**src/verilog/ebtcp_pkg.sv**
```systemverilog
// Package with the register map, field layout and state types of the prescaled 8-bit timer.
package ebtcp_pkg;

  // Clock and instruction cycle timing.
  localparam int unsigned CLK_PERIOD_NS   = 40;
  localparam int unsigned INSTR_PERIOD_NS = 160;
  localparam int unsigned INSTR_CYCLES    = INSTR_PERIOD_NS / CLK_PERIOD_NS;
  localparam int unsigned PHASE_W         = $clog2(INSTR_CYCLES);
  localparam logic [PHASE_W-1:0] PHASE_ONE = PHASE_W'(1);
  localparam logic [PHASE_W-1:0] PHASE_Q2  = PHASE_W'(1);
  localparam logic [PHASE_W-1:0] PHASE_Q4  = PHASE_W'(INSTR_CYCLES - 1);

  // Register byte addresses on the APB.
  localparam int unsigned  ADDR_W      = 8;
  localparam logic [7:0]   ADDR_COUNT  = 8'h00;
  localparam logic [7:0]   ADDR_OPTION = 8'h04;
  localparam logic [7:0]   ADDR_INTCTL = 8'h08;

  // Option register layout.
  localparam int unsigned  OPT_SRC_BIT    = 5;
  localparam int unsigned  OPT_EDGE_BIT   = 4;
  localparam int unsigned  OPT_ASSIGN_BIT = 3;
  localparam int unsigned  OPT_RATE_LSB   = 0;
  localparam int unsigned  RATE_W         = 3;
  localparam logic         OPT_BIT_RESET  = 1'b1;
  localparam logic [2:0]   OPT_RATE_RESET = 3'h7;

  // Interrupt control register layout.
  localparam int unsigned  INT_GLOBAL_BIT = 7;
  localparam int unsigned  INT_PERIPH_BIT = 6;
  localparam int unsigned  INT_IE_BIT   = 5;
  localparam int unsigned  INT_FLAG_BIT = 2;

  localparam int unsigned  DATA_W      = 32;
  localparam int unsigned  CNT_W       = 8;
  localparam int unsigned  PSC_W       = 8;
  localparam logic [7:0]   COUNT_RESET = 8'h00;
  localparam logic [7:0]   COUNT_MAX   = 8'hFF;
  localparam logic [7:0]   COUNT_ONE   = 8'h01;
  localparam logic [7:0]   PSC_RESET   = 8'h00;
  localparam logic [7:0]   PSC_ONE     = 8'h01;
  localparam logic [7:0]   BYTE_ZERO   = 8'h00;
  localparam logic [23:0]  UPPER_ZERO  = 24'h000000;

  // Write stall after a count write: two instruction ticks are dropped.
  typedef enum logic [2:0] {
    ST_RUN   = 3'b001,
    ST_WAIT1 = 3'b010,
    ST_WAIT2 = 3'b100
  } ebtcp_stall_t;

  typedef struct packed {
    logic             src_sel;
    logic             edge_sel;
    logic             assign_n;
    logic [RATE_W-1:0] rate;
  } ebtcp_opt_t;

  typedef struct packed {
    logic global_ie;
    logic periph_ie;
    logic ovf_ie;
    logic ovf_flag;
  } ebtcp_intctl_t;

  typedef struct packed {
    logic [CNT_W-1:0]   count;
    ebtcp_opt_t         opt;
    ebtcp_intctl_t      ictl;
    ebtcp_stall_t       stall;
    logic [PHASE_W-1:0] phase;
    logic               sync1;
    logic               sync2;
    logic               sync3;
    logic               ext_lvl;
    logic               samp;
    logic [7:0]         rdata;
  } ebtcp_state_t;

  typedef struct packed {
    logic [PSC_W-1:0] div;
  } ebtcp_psc_state_t;

endpackage : ebtcp_pkg

```
**src/verilog/ebtcp_prescaler.sv**
```systemverilog
// Dedicated 8-bit prescaler with a selectable power-of-two output tap.
module ebtcp_prescaler (
  // Clock and reset
  input  wire logic                           clk_in,
  input  wire logic                           reset_n_in,
  // Control
  input  wire logic                           clear_in,
  input  wire logic                           tick_in,
  input  wire logic [ebtcp_pkg::RATE_W-1:0]   rate_in,
  // Divided output
  output logic                                tap_out
);

  ebtcp_pkg::ebtcp_psc_state_t r_reg;
  ebtcp_pkg::ebtcp_psc_state_t r_next;

  // Clear wins over a tick in the same cycle so a count write restarts the ratio cleanly.
  always_comb begin
    r_next = r_reg;
    if (clear_in) begin
      r_next.div = ebtcp_pkg::PSC_RESET;
    end else if (tick_in) begin
      r_next.div = r_reg.div + ebtcp_pkg::PSC_ONE;
    end
  end

  always_ff @(posedge clk_in or negedge reset_n_in) begin
    if (!reset_n_in) begin
      r_reg.div <= ebtcp_pkg::PSC_RESET;
    end else begin
      r_reg <= r_next;
    end
  end

  // Bit n rises once every 2^(n+1) ticks, giving 1:2 up to 1:256.
  assign tap_out = r_reg.div[rate_in];

endmodule : ebtcp_prescaler

```
**src/verilog/ebtcp_timer.sv**
```systemverilog
// Top of the prescaled 8-bit timer/counter with its APB register slave.
module ebtcp_timer (
  // Clock and reset
  input  wire logic                           CLK_SYS_IN,
  input  wire logic                           RESET_N_IN,
  // APB slave
  input  wire logic                           PSEL_IN,
  input  wire logic                           PENABLE_IN,
  input  wire logic                           PWRITE_IN,
  input  wire logic [ebtcp_pkg::ADDR_W-1:0]   PADDR_IN,
  input  wire logic [ebtcp_pkg::DATA_W-1:0]   PWDATA_IN,
  output logic      [ebtcp_pkg::DATA_W-1:0]   PRDATA_OUT,
  output logic                                PREADY_OUT,
  output logic                                PSLVERR_OUT,
  // Pins and system
  input  wire logic                           EXTERNAL_COUNT_INPUT_IN,
  input  wire logic                           SLEEP_IN,
  output logic                                IRQ_OUT
);

  ebtcp_pkg::ebtcp_state_t r_reg;
  ebtcp_pkg::ebtcp_state_t r_next;

  logic instr_tick;
  logic sample_phase;
  logic strobe;
  logic ext_edge;
  logic psc_tick;
  logic psc_clear;
  logic psc_tap;
  logic level;
  logic src_inc;
  logic inc;
  logic setup;
  logic access;
  logic mapped;
  logic wr_count;
  logic wr_option;
  logic wr_intctl;
  logic ovf_set;
  logic [7:0] rd_mux;

  // The prescaler count has no address at all; only its tap is visible here.
  ebtcp_prescaler i_ebtcp_prescaler (
    .clk_in     (CLK_SYS_IN),
    .reset_n_in (RESET_N_IN),
    .clear_in   (psc_clear),
    .tick_in    (psc_tick),
    .rate_in    (r_reg.opt.rate),
    .tap_out    (psc_tap)
  );

  always_comb begin
    r_next = r_reg;

    // APB decode.
    setup  = PSEL_IN && !PENABLE_IN;
    access = PSEL_IN && PENABLE_IN;
    if (PADDR_IN == ebtcp_pkg::ADDR_COUNT) begin
      mapped = 1'b1;
      rd_mux = r_reg.count;
    end else if (PADDR_IN == ebtcp_pkg::ADDR_OPTION) begin
      mapped = 1'b1;
      rd_mux = ebtcp_pkg::BYTE_ZERO;
      rd_mux[ebtcp_pkg::OPT_SRC_BIT]    = r_reg.opt.src_sel;
      rd_mux[ebtcp_pkg::OPT_EDGE_BIT]   = r_reg.opt.edge_sel;
      rd_mux[ebtcp_pkg::OPT_ASSIGN_BIT] = r_reg.opt.assign_n;
      rd_mux[ebtcp_pkg::OPT_RATE_LSB +: ebtcp_pkg::RATE_W] = r_reg.opt.rate;
    end else if (PADDR_IN == ebtcp_pkg::ADDR_INTCTL) begin
      mapped = 1'b1;
      rd_mux = ebtcp_pkg::BYTE_ZERO;
      rd_mux[ebtcp_pkg::INT_GLOBAL_BIT] = r_reg.ictl.global_ie;
      rd_mux[ebtcp_pkg::INT_PERIPH_BIT] = r_reg.ictl.periph_ie;
      rd_mux[ebtcp_pkg::INT_IE_BIT]   = r_reg.ictl.ovf_ie;
      rd_mux[ebtcp_pkg::INT_FLAG_BIT] = r_reg.ictl.ovf_flag;
    end else begin
      mapped = 1'b0;
      rd_mux = ebtcp_pkg::BYTE_ZERO;
    end
    wr_count  = access && PWRITE_IN && (PADDR_IN == ebtcp_pkg::ADDR_COUNT);
    wr_option = access && PWRITE_IN && (PADDR_IN == ebtcp_pkg::ADDR_OPTION);
    wr_intctl = access && PWRITE_IN && (PADDR_IN == ebtcp_pkg::ADDR_INTCTL);

    // Read data is captured in the setup cycle so the bus sees a registered value.
    if (setup) begin
      r_next.rdata = rd_mux;
    end

    // Instruction phase counter; it stops in sleep so nothing advances.
    instr_tick = 1'b0;
    if (!SLEEP_IN) begin
      r_next.phase = r_reg.phase + ebtcp_pkg::PHASE_ONE;
      instr_tick   = (r_reg.phase == ebtcp_pkg::PHASE_Q4);
    end
    sample_phase = (r_reg.phase == ebtcp_pkg::PHASE_Q2) ||
                   (r_reg.phase == ebtcp_pkg::PHASE_Q4);

    // Three-stage pin synchroniser; a new level is accepted once stages two and three agree.
    r_next.sync1 = EXTERNAL_COUNT_INPUT_IN;
    r_next.sync2 = r_reg.sync1;
    r_next.sync3 = r_reg.sync2;
    ext_edge = 1'b0;
    if (r_reg.sync2 == r_reg.sync3) begin
      r_next.ext_lvl = r_reg.sync3;
      ext_edge = (r_reg.sync3 != r_reg.ext_lvl) &&
                 (r_reg.sync3 ^ r_reg.opt.edge_sel);
    end

    // Prescaler only runs when assigned here.
    psc_tick = !SLEEP_IN && !r_reg.opt.assign_n &&
               (r_reg.opt.src_sel ? ext_edge : instr_tick);
    psc_clear = wr_count && !r_reg.opt.assign_n;

    // Active edges are turned into rising edges of one level, then sampled.
    if (r_reg.opt.src_sel && r_reg.opt.assign_n) begin
      level = r_reg.ext_lvl ^ r_reg.opt.edge_sel;
    end else begin
      level = psc_tap;
    end
    strobe = !SLEEP_IN && (r_reg.opt.src_sel ? sample_phase : 1'b1);
    if (strobe) begin
      r_next.samp = level;
    end
    if (!r_reg.opt.src_sel && r_reg.opt.assign_n) begin
      src_inc = instr_tick;
    end else begin
      src_inc = strobe && level && !r_reg.samp;
    end

    // Pulses inside the stall are simply lost.
    inc = src_inc && (r_reg.stall == ebtcp_pkg::ST_RUN) && !SLEEP_IN;

    case (r_reg.stall)
      ebtcp_pkg::ST_WAIT2: begin
        if (instr_tick) begin
          r_next.stall = ebtcp_pkg::ST_WAIT1;
        end
      end
      ebtcp_pkg::ST_WAIT1: begin
        if (instr_tick) begin
          r_next.stall = ebtcp_pkg::ST_RUN;
        end
      end
      default: begin
        r_next.stall = ebtcp_pkg::ST_RUN;
      end
    endcase

    ovf_set = inc && (r_reg.count == ebtcp_pkg::COUNT_MAX);
    if (inc) begin
      r_next.count = r_reg.count + ebtcp_pkg::COUNT_ONE;
    end

    if (wr_count) begin
      r_next.count = PWDATA_IN[ebtcp_pkg::CNT_W-1:0];
      r_next.stall = ebtcp_pkg::ST_WAIT2;
    end
    if (wr_option) begin
      r_next.opt.src_sel  = PWDATA_IN[ebtcp_pkg::OPT_SRC_BIT];
      r_next.opt.edge_sel = PWDATA_IN[ebtcp_pkg::OPT_EDGE_BIT];
      r_next.opt.assign_n = PWDATA_IN[ebtcp_pkg::OPT_ASSIGN_BIT];
      r_next.opt.rate     = PWDATA_IN[ebtcp_pkg::OPT_RATE_LSB +: ebtcp_pkg::RATE_W];
    end
    if (wr_intctl) begin
      r_next.ictl.global_ie = PWDATA_IN[ebtcp_pkg::INT_GLOBAL_BIT];
      r_next.ictl.periph_ie = PWDATA_IN[ebtcp_pkg::INT_PERIPH_BIT];
      r_next.ictl.ovf_ie   = PWDATA_IN[ebtcp_pkg::INT_IE_BIT];
      r_next.ictl.ovf_flag = r_reg.ictl.ovf_flag & PWDATA_IN[ebtcp_pkg::INT_FLAG_BIT];
    end
    // A rollover in the clearing cycle still leaves the flag set.
    if (ovf_set) begin
      r_next.ictl.ovf_flag = 1'b1;
    end
  end

  always_ff @(posedge CLK_SYS_IN or negedge RESET_N_IN) begin
    if (!RESET_N_IN) begin
      r_reg.count        <= ebtcp_pkg::COUNT_RESET;
      r_reg.opt.src_sel  <= ebtcp_pkg::OPT_BIT_RESET;
      r_reg.opt.edge_sel <= ebtcp_pkg::OPT_BIT_RESET;
      r_reg.opt.assign_n <= ebtcp_pkg::OPT_BIT_RESET;
      r_reg.opt.rate     <= ebtcp_pkg::OPT_RATE_RESET;
      r_reg.ictl         <= '0;
      r_reg.stall        <= ebtcp_pkg::ST_RUN;
      r_reg.phase        <= '0;
      r_reg.sync1        <= 1'b0;
      r_reg.sync2        <= 1'b0;
      r_reg.sync3        <= 1'b0;
      r_reg.ext_lvl      <= 1'b0;
      // The reset mode counts falling pin edges, so the sampled level idles high; a low
      // reset value here would be taken for an edge at the first sample point.
      r_reg.samp         <= ebtcp_pkg::OPT_BIT_RESET;
      r_reg.rdata        <= ebtcp_pkg::BYTE_ZERO;
    end else begin
      r_reg <= r_next;
    end
  end

  // Zero-wait-state slave; unmapped addresses answer with an error and zero data.
  assign PREADY_OUT  = 1'b1;
  assign PSLVERR_OUT = PSEL_IN && PENABLE_IN && !mapped;
  assign PRDATA_OUT  = {ebtcp_pkg::UPPER_ZERO, r_reg.rdata};
  // The enable acts as the mask; the core-level enables are only stored.
  assign IRQ_OUT     = r_reg.ictl.ovf_flag && r_reg.ictl.ovf_ie;

endmodule : ebtcp_timer
```
**config.mk**
```make
export PLATFORM = sky130hd
export DESIGN_NAME = ebtcp_timer
export DESIGN_NICKNAME = d
export VERILOG_FILES = /design/src/verilog/ebtcp_pkg.sv /design/src/verilog/ebtcp_prescaler.sv /design/src/verilog/ebtcp_timer.sv
export SDC_FILE = /design/constraint.sdc
export NUM_CORES = 1
export LEC_CHECK = 0
export BUFFER_PORTS_ARGS = -buffer_cell sky130_fd_sc_hd__clkbuf_2
export CORE_ASPECT_RATIO = 1.25
export CORE_MARGIN = 8
export CORE_UTILIZATION = 46
export DETAILED_ROUTE_END_ITERATION = 8
export HOLD_SLACK_MARGIN = 0.02
export PLACE_DENSITY = 0.77
export SLEW_MARGIN = 10
export SYNTH_ARGS = -nofsm -noshare
export SYNTH_HDL_FRONTEND = slang
export SYNTH_SLANG_ARGS = --single-unit
```
**constraint.sdc**
```tcl
create_clock -name CLK_SYS_IN -period 1.8 [get_ports CLK_SYS_IN]
set_input_delay 0.18 -clock CLK_SYS_IN [delete_from_list [all_inputs] [get_ports CLK_SYS_IN]]
set_output_delay 0.18 -clock CLK_SYS_IN [all_outputs]
set_load 0.01 [all_outputs]
```
[Word-level counts from Yosys, hierarchy flattened]
Cells that the tools add are included.
Operators by class
  reduce and logical (&&, ||, !) cells: 32
  mux-type cells: 24
  bitwise gates (word level): 3
  magnitude comparators: 1
  $add $sub $neg: 3
  equal/unequal tests: 12
Operators with widths (number)
  $mux W8: 7
  $logic_and A1 B1 Y1: 20
  $add A8 B1 Y8 const B: 2
  $mux W1: 12
  $mux W3: 3
  $eq A8 B3 Y1 const B: 1
  $eq A8 B4 Y1 const B: 1
  $eq A8 B8 Y1 const B: 1
  $logic_not A8 Y1: 1
  $logic_not A1 Y1: 6
  $ne A3 B3 Y1 const B: 2
  $pmux W3 S2: 1
  $reduce_bool A2 Y1: 3
  $lt A3 B4 Y1 const B: 1
  $bmux W1 S3: 1
  $eq A3 B1 Y1 const B: 1
  $eq A3 B2 Y1 const B: 1
  $eq A3 B3 Y1 const B: 1
  $add A2 B1 Y2 const B: 1
  $eq A2 B1 Y1 const B: 1
  $eq A2 B2 Y1 const B: 1
  $reduce_and A2 Y1: 1
  $xor A1 B1 Y1: 2
  $and A1 B1 Y1: 1
  other kinds (3): 3
Storage, ports and cells
  word-level logic and storage cells: 93
  flip-flop bits (word level): 44
  input bits: 47

[Longest topological paths before layout]
  depth after elaboration: 11
  gate-level depth with buffers: 8
  mapped depth without buffers: 7

[Hierarchy]
Synthesis repeated with hierarchy kept, for this count alone.
Second synthesis, totals
  cells, all modules: 253
  area total of the unflattened synthesis: 2521.2 µm²
By module, submodules not included
  ebtcp_timer: cells an instance 214, area an instance 2095.8 µm², seq. area each 910.9 µm², instances 1
  ebtcp_prescaler: cells an instance 39, area an instance 425.4 µm², seq. area each 200.2 µm², instances 1

[Least setup slack after synthesis]
No wires, ideal clock.
  kind: reg2reg
  start: register r_reg[22] (netlist name)
  end: register r_reg[29] (netlist name)
  period minus slack after synthesis: 2008 ps
  cell stages (with the launch flop): 7
  data arrival time: 1883 ps
  buffers on the path: 0
  slack: -208 ps
  cells stage by stage: dfstp_2 > mux4_2 > and2b_4 > o211ai_4 > a21oi_1 > mux2i_1 > a21oi_1
On the way
  longest elaborated chain between the ends: 9
Ends and longest elaborated chain
  start: declaration: RTL line ebtcp_timer.sv:21  | ebtcp_pkg::ebtcp_state_t r_reg;
  start signal: assignment: RTL line ebtcp_timer.sv:195  | r_reg <= r_next;
  $bmux W1 S3: RTL line ebtcp_prescaler.sv:36  | assign tap_out = r_reg.div[rate_in];
  $mux W1 (not written as such): RTL line ebtcp_prescaler.sv:36
  $mux W1: RTL line ebtcp_timer.sv:115  | if (r_reg.opt.src_sel && r_reg.opt.assign_n) begin
  $logic_and A1 B1 Y1 (2 in a row): RTL line ebtcp_timer.sv:127  | src_inc = strobe && level && !r_reg.samp;
  $mux W1: RTL line ebtcp_timer.sv:124  | if (!r_reg.opt.src_sel && r_reg.opt.assign_n) begin
  $logic_and A1 B1 Y1 (2 in a row): RTL line ebtcp_timer.sv:131  | inc = src_inc && (r_reg.stall == ebtcp_pkg::ST_RUN) && !SLEEP_IN;
  $reduce_bool A2 Y1 (no source line)
Every way passes these cells. The select of a mux whose other input is x is not followed.
A chain may end at the register's enable or synchronous reset.

[Final worst setup path]
Same ends and word-level chain as after synthesis.

==> impl_metrics.yaml <==
run_status:
  outcome: "finished, violations left"
  violations: "setup timing"
placed_design:
  globalplace.congestion: 0.821
  numPortBuffers: 32
  hpwlAfterDp_um: 3910
  dpl_cell_area_um2: 2710
global_route:
  antenna_found_initial: 0
  grt_max_degree: 45
  track_usage: 0.138
  grt-ovfl-total: 0
  grt_pass1_wl_um: 8760
  grt_pass1_vias: 1924
layout:
  n_antenna_cell: 0
  fillers: 490
  area_growth_pct: 17.6
  drive_gt1_frac: 0.342
  fin_nets: 344
  design_area_um2: 2930
  largest_reg_flops: 26
synth:
  ys_types: 46
  seq_area_frac_synth: 0.445
  ys.flop_type: "dfrtp_1"
  synthArstFlopShare: 1.00
  ys_top_cells_by_count: "dfrtp_1 (36), buf_4 (33), nor2_1 (29), nand2_1 (23), xnor2_1 (13)"
  yosysMostFrequentCell: "dfrtp_1"
  synth.top_cell.area_share: 0.361
  synth_edf_count: 0
  yosys_warnings: 0
  synth_seq_cells: 44
  synthTopCellsByArea: "dfrtp_1 (36%), buf_4 (9.9%), dfstp_2 (8.4%)"
  synth_cells: 245
  synth_top_cell_by_area: "dfrtp_1"
  syn-cell-area_um2: 2490
  syn_avg_cell_area_um2: 10.2
pwr:
  switching_share: 0.303
  p_per_area_nw_per_um2: 960
  power.leakage_nw: 1.28
  seq_power_share: 0.457
  p_int_mw: 1.96
  pwr-share-clk: 0.261
  vdd_drop_max_v: 0.000458
  combPwrFrac: 0.282
  switchingPower_uw: 852
sta:
  worst_pin_slew_ns: 0.573
  hold_viol_final: 0
  post-route-period-util: 1.19
  fmax_mhz: 469
  fin_setup_tns_ns: -1.91
  clock_skew_ns: 0.00754
  slew_headroom: 0.618
  setup_ws_ns: -0.334
  post-route-min-period_ns: 2.13
  rsz0062_at_grt: "yes"
  report.final.slew_viol_count: 0
  fin_hold_ws_ns: 0.107
  setup_viol: 9
worst_setup_path:
  cpPeakStageDelay_ns: 0.56
  cp_cell_sequence: "mux4_2 -> and2b_4 -> o211ai_4 -> buf_6 -> a21oi_4 -> mux2i_1 -> a21oi_1"
  rrSetupSlack_ns: -0.33
  crit_type: "register to register"
  startpoint_type: "register"
  critical_path_required_ns: 1.98
  cp.arrival_ns: 2.31
  crit_fanout: 3
  slowest_stage: "dfstp_2"
  worst_setup_path_end_kind: "register"
clock_tree:
  htree_levels: 2
  cts_tree: "yes"
  clk_latency_ns: 0.30
  clk_pin_slew_ns: 0.08
  cts_buffers: 5
  cts-root-buf: "clkbuf_8"
  cts.path.max_buffers: 2
  cts_sinks: 44
die:
  start_util: 0.468
  die_h_um: 98.3
  dieWidth_um: 81.9
  dieArea_um2: 8050
  io_pins: 82
  fp-row-count: 30
  core_area_um2: 5330
route:
  vias: 1856
  highest_layer: "met4"
  wirelength_um: 5340
  drtAntennaViolNets: 0
  wl_met1_um: 2060
  dr.first_iter.drc_count: 117
  drt-vias-per-instance: 5.17
  routed-wl-met2_um: 2570
  first_pass_iters: 4
  wl_per_cell_um: 14.9
  post-route-drc-count: 0
  dr_wl_met3_um: 574
run:
  cap_violations: 0
hold_path:
  hold_path.class: "primary input to register"
-- layer usage --
metal  GRT usage  up-vias
li1            -      887
met1       0.161      882
met2       0.225       75
met3      0.0404       12
met4      0.0583        0
met5           0        -
-- critical path: cells and delay by family, from the launching register on --
kind	cells	cell delay, ns
muxes	2	0.74
DFF	1	0.56
AOI/OAI and AO/OA	3	0.39
and+or+nand+nor	1	0.19
buffers and inverters	1	0.15
-- worst paths after layout --
path                         startpoint                         end  depth (start not counted)
hold / removal             PWDATA_IN[7]                   r_reg[35]                          3
hold reg to reg              r_next[11]                  r_next[10]                          0
min in group asynchronous    RESET_N_IN  i_ebtcp_prescaler.r_reg[3]                          3
setup / recovery              r_reg[22]                   r_reg[29]                          7
max in group asynchronous    RESET_N_IN                   r_reg[16]                          3
setup reg to reg              r_reg[22]                   r_reg[29]                          7
-- what timing repair did --
item	in CTS	in global routing
setup endpoints to repair	10	14
hold buffers	2	0
endpoints found under the hold margin	37	0
buffers inserted	2	1
gates resized for setup	10	8
pin swaps	1	14
-- cells by family after synthesis --
logic type	share of synthesized area
AOI/OAI and AO/OA	0.125
xor gates and xnor gates	0.0562
adders and majority gates	0.0191
buffers and inverters	0.109
DFF	0.445
muxes	0.0702
other	0.00301
and+or+nand+nor	0.172
-- layout make-up --
class | count | area [um2] | share of cell area
tap | 64 | 80.1 | 0.0273
clock inverter | 2 | 35.0 | 0.0119
inverter | 1 | 3.75 | 0.00128
timing repair buffer | 57 | 369 | 0.126
multi-input combinational | 185 | 1260 | 0.430
clock buffer | 6 | 72.6 | 0.0247
sequential | 44 | 1110 | 0.379
-- power groups by stage --
stage	Clock (mW)	Sequential [mW]	Combinational, mW
2_1_floorplan	0	1.29	0.495
5_1_grt	0.798	1.31	0.887
6_report	0.735	1.29	0.794
4_1_cts	0.763	1.28	0.751
3_5_place_dp	0	1.30	0.693
3_3_place_gp	0	1.29	0.671
-- through the flow --
stage                     total power [mW]  setup WS (ns)   util  instances
after global placement                1.96         -0.165  0.508        346
after detailed placement              1.99         -0.262  0.508        346
final                                 2.82         -0.334  0.550        359
after CTS                             2.80         -0.226  0.543        358
after floorplan                       1.78         -0.142      -        268
after global routing                  2.99         -0.373  0.550        359
-- cells in the final DEF (no fill, tap or decap), drive strengths merged, types with 2 or more instances in the layout --
cell type / n
dfrtp: 36
a211oi: 4
nor2: 29
o21ai: 12
and2: 3
nor3b: 2
nand2b: 5
nand4bb: 2
a221oi: 5
mux2i: 4
mux2: 10
nand4: 2
nand2: 23
dfstp: 8
nand3: 4
a22oi: 3
conb: 25
xnor2: 13
xor2: 3
nor3: 2
a311oi: 2
and3: 3
buf: 23
a21oi: 10
clkbuf: 38
ha: 3
dlygate4sd3: 2
nor2b: 4
Power figures use the tool's default switching activity.
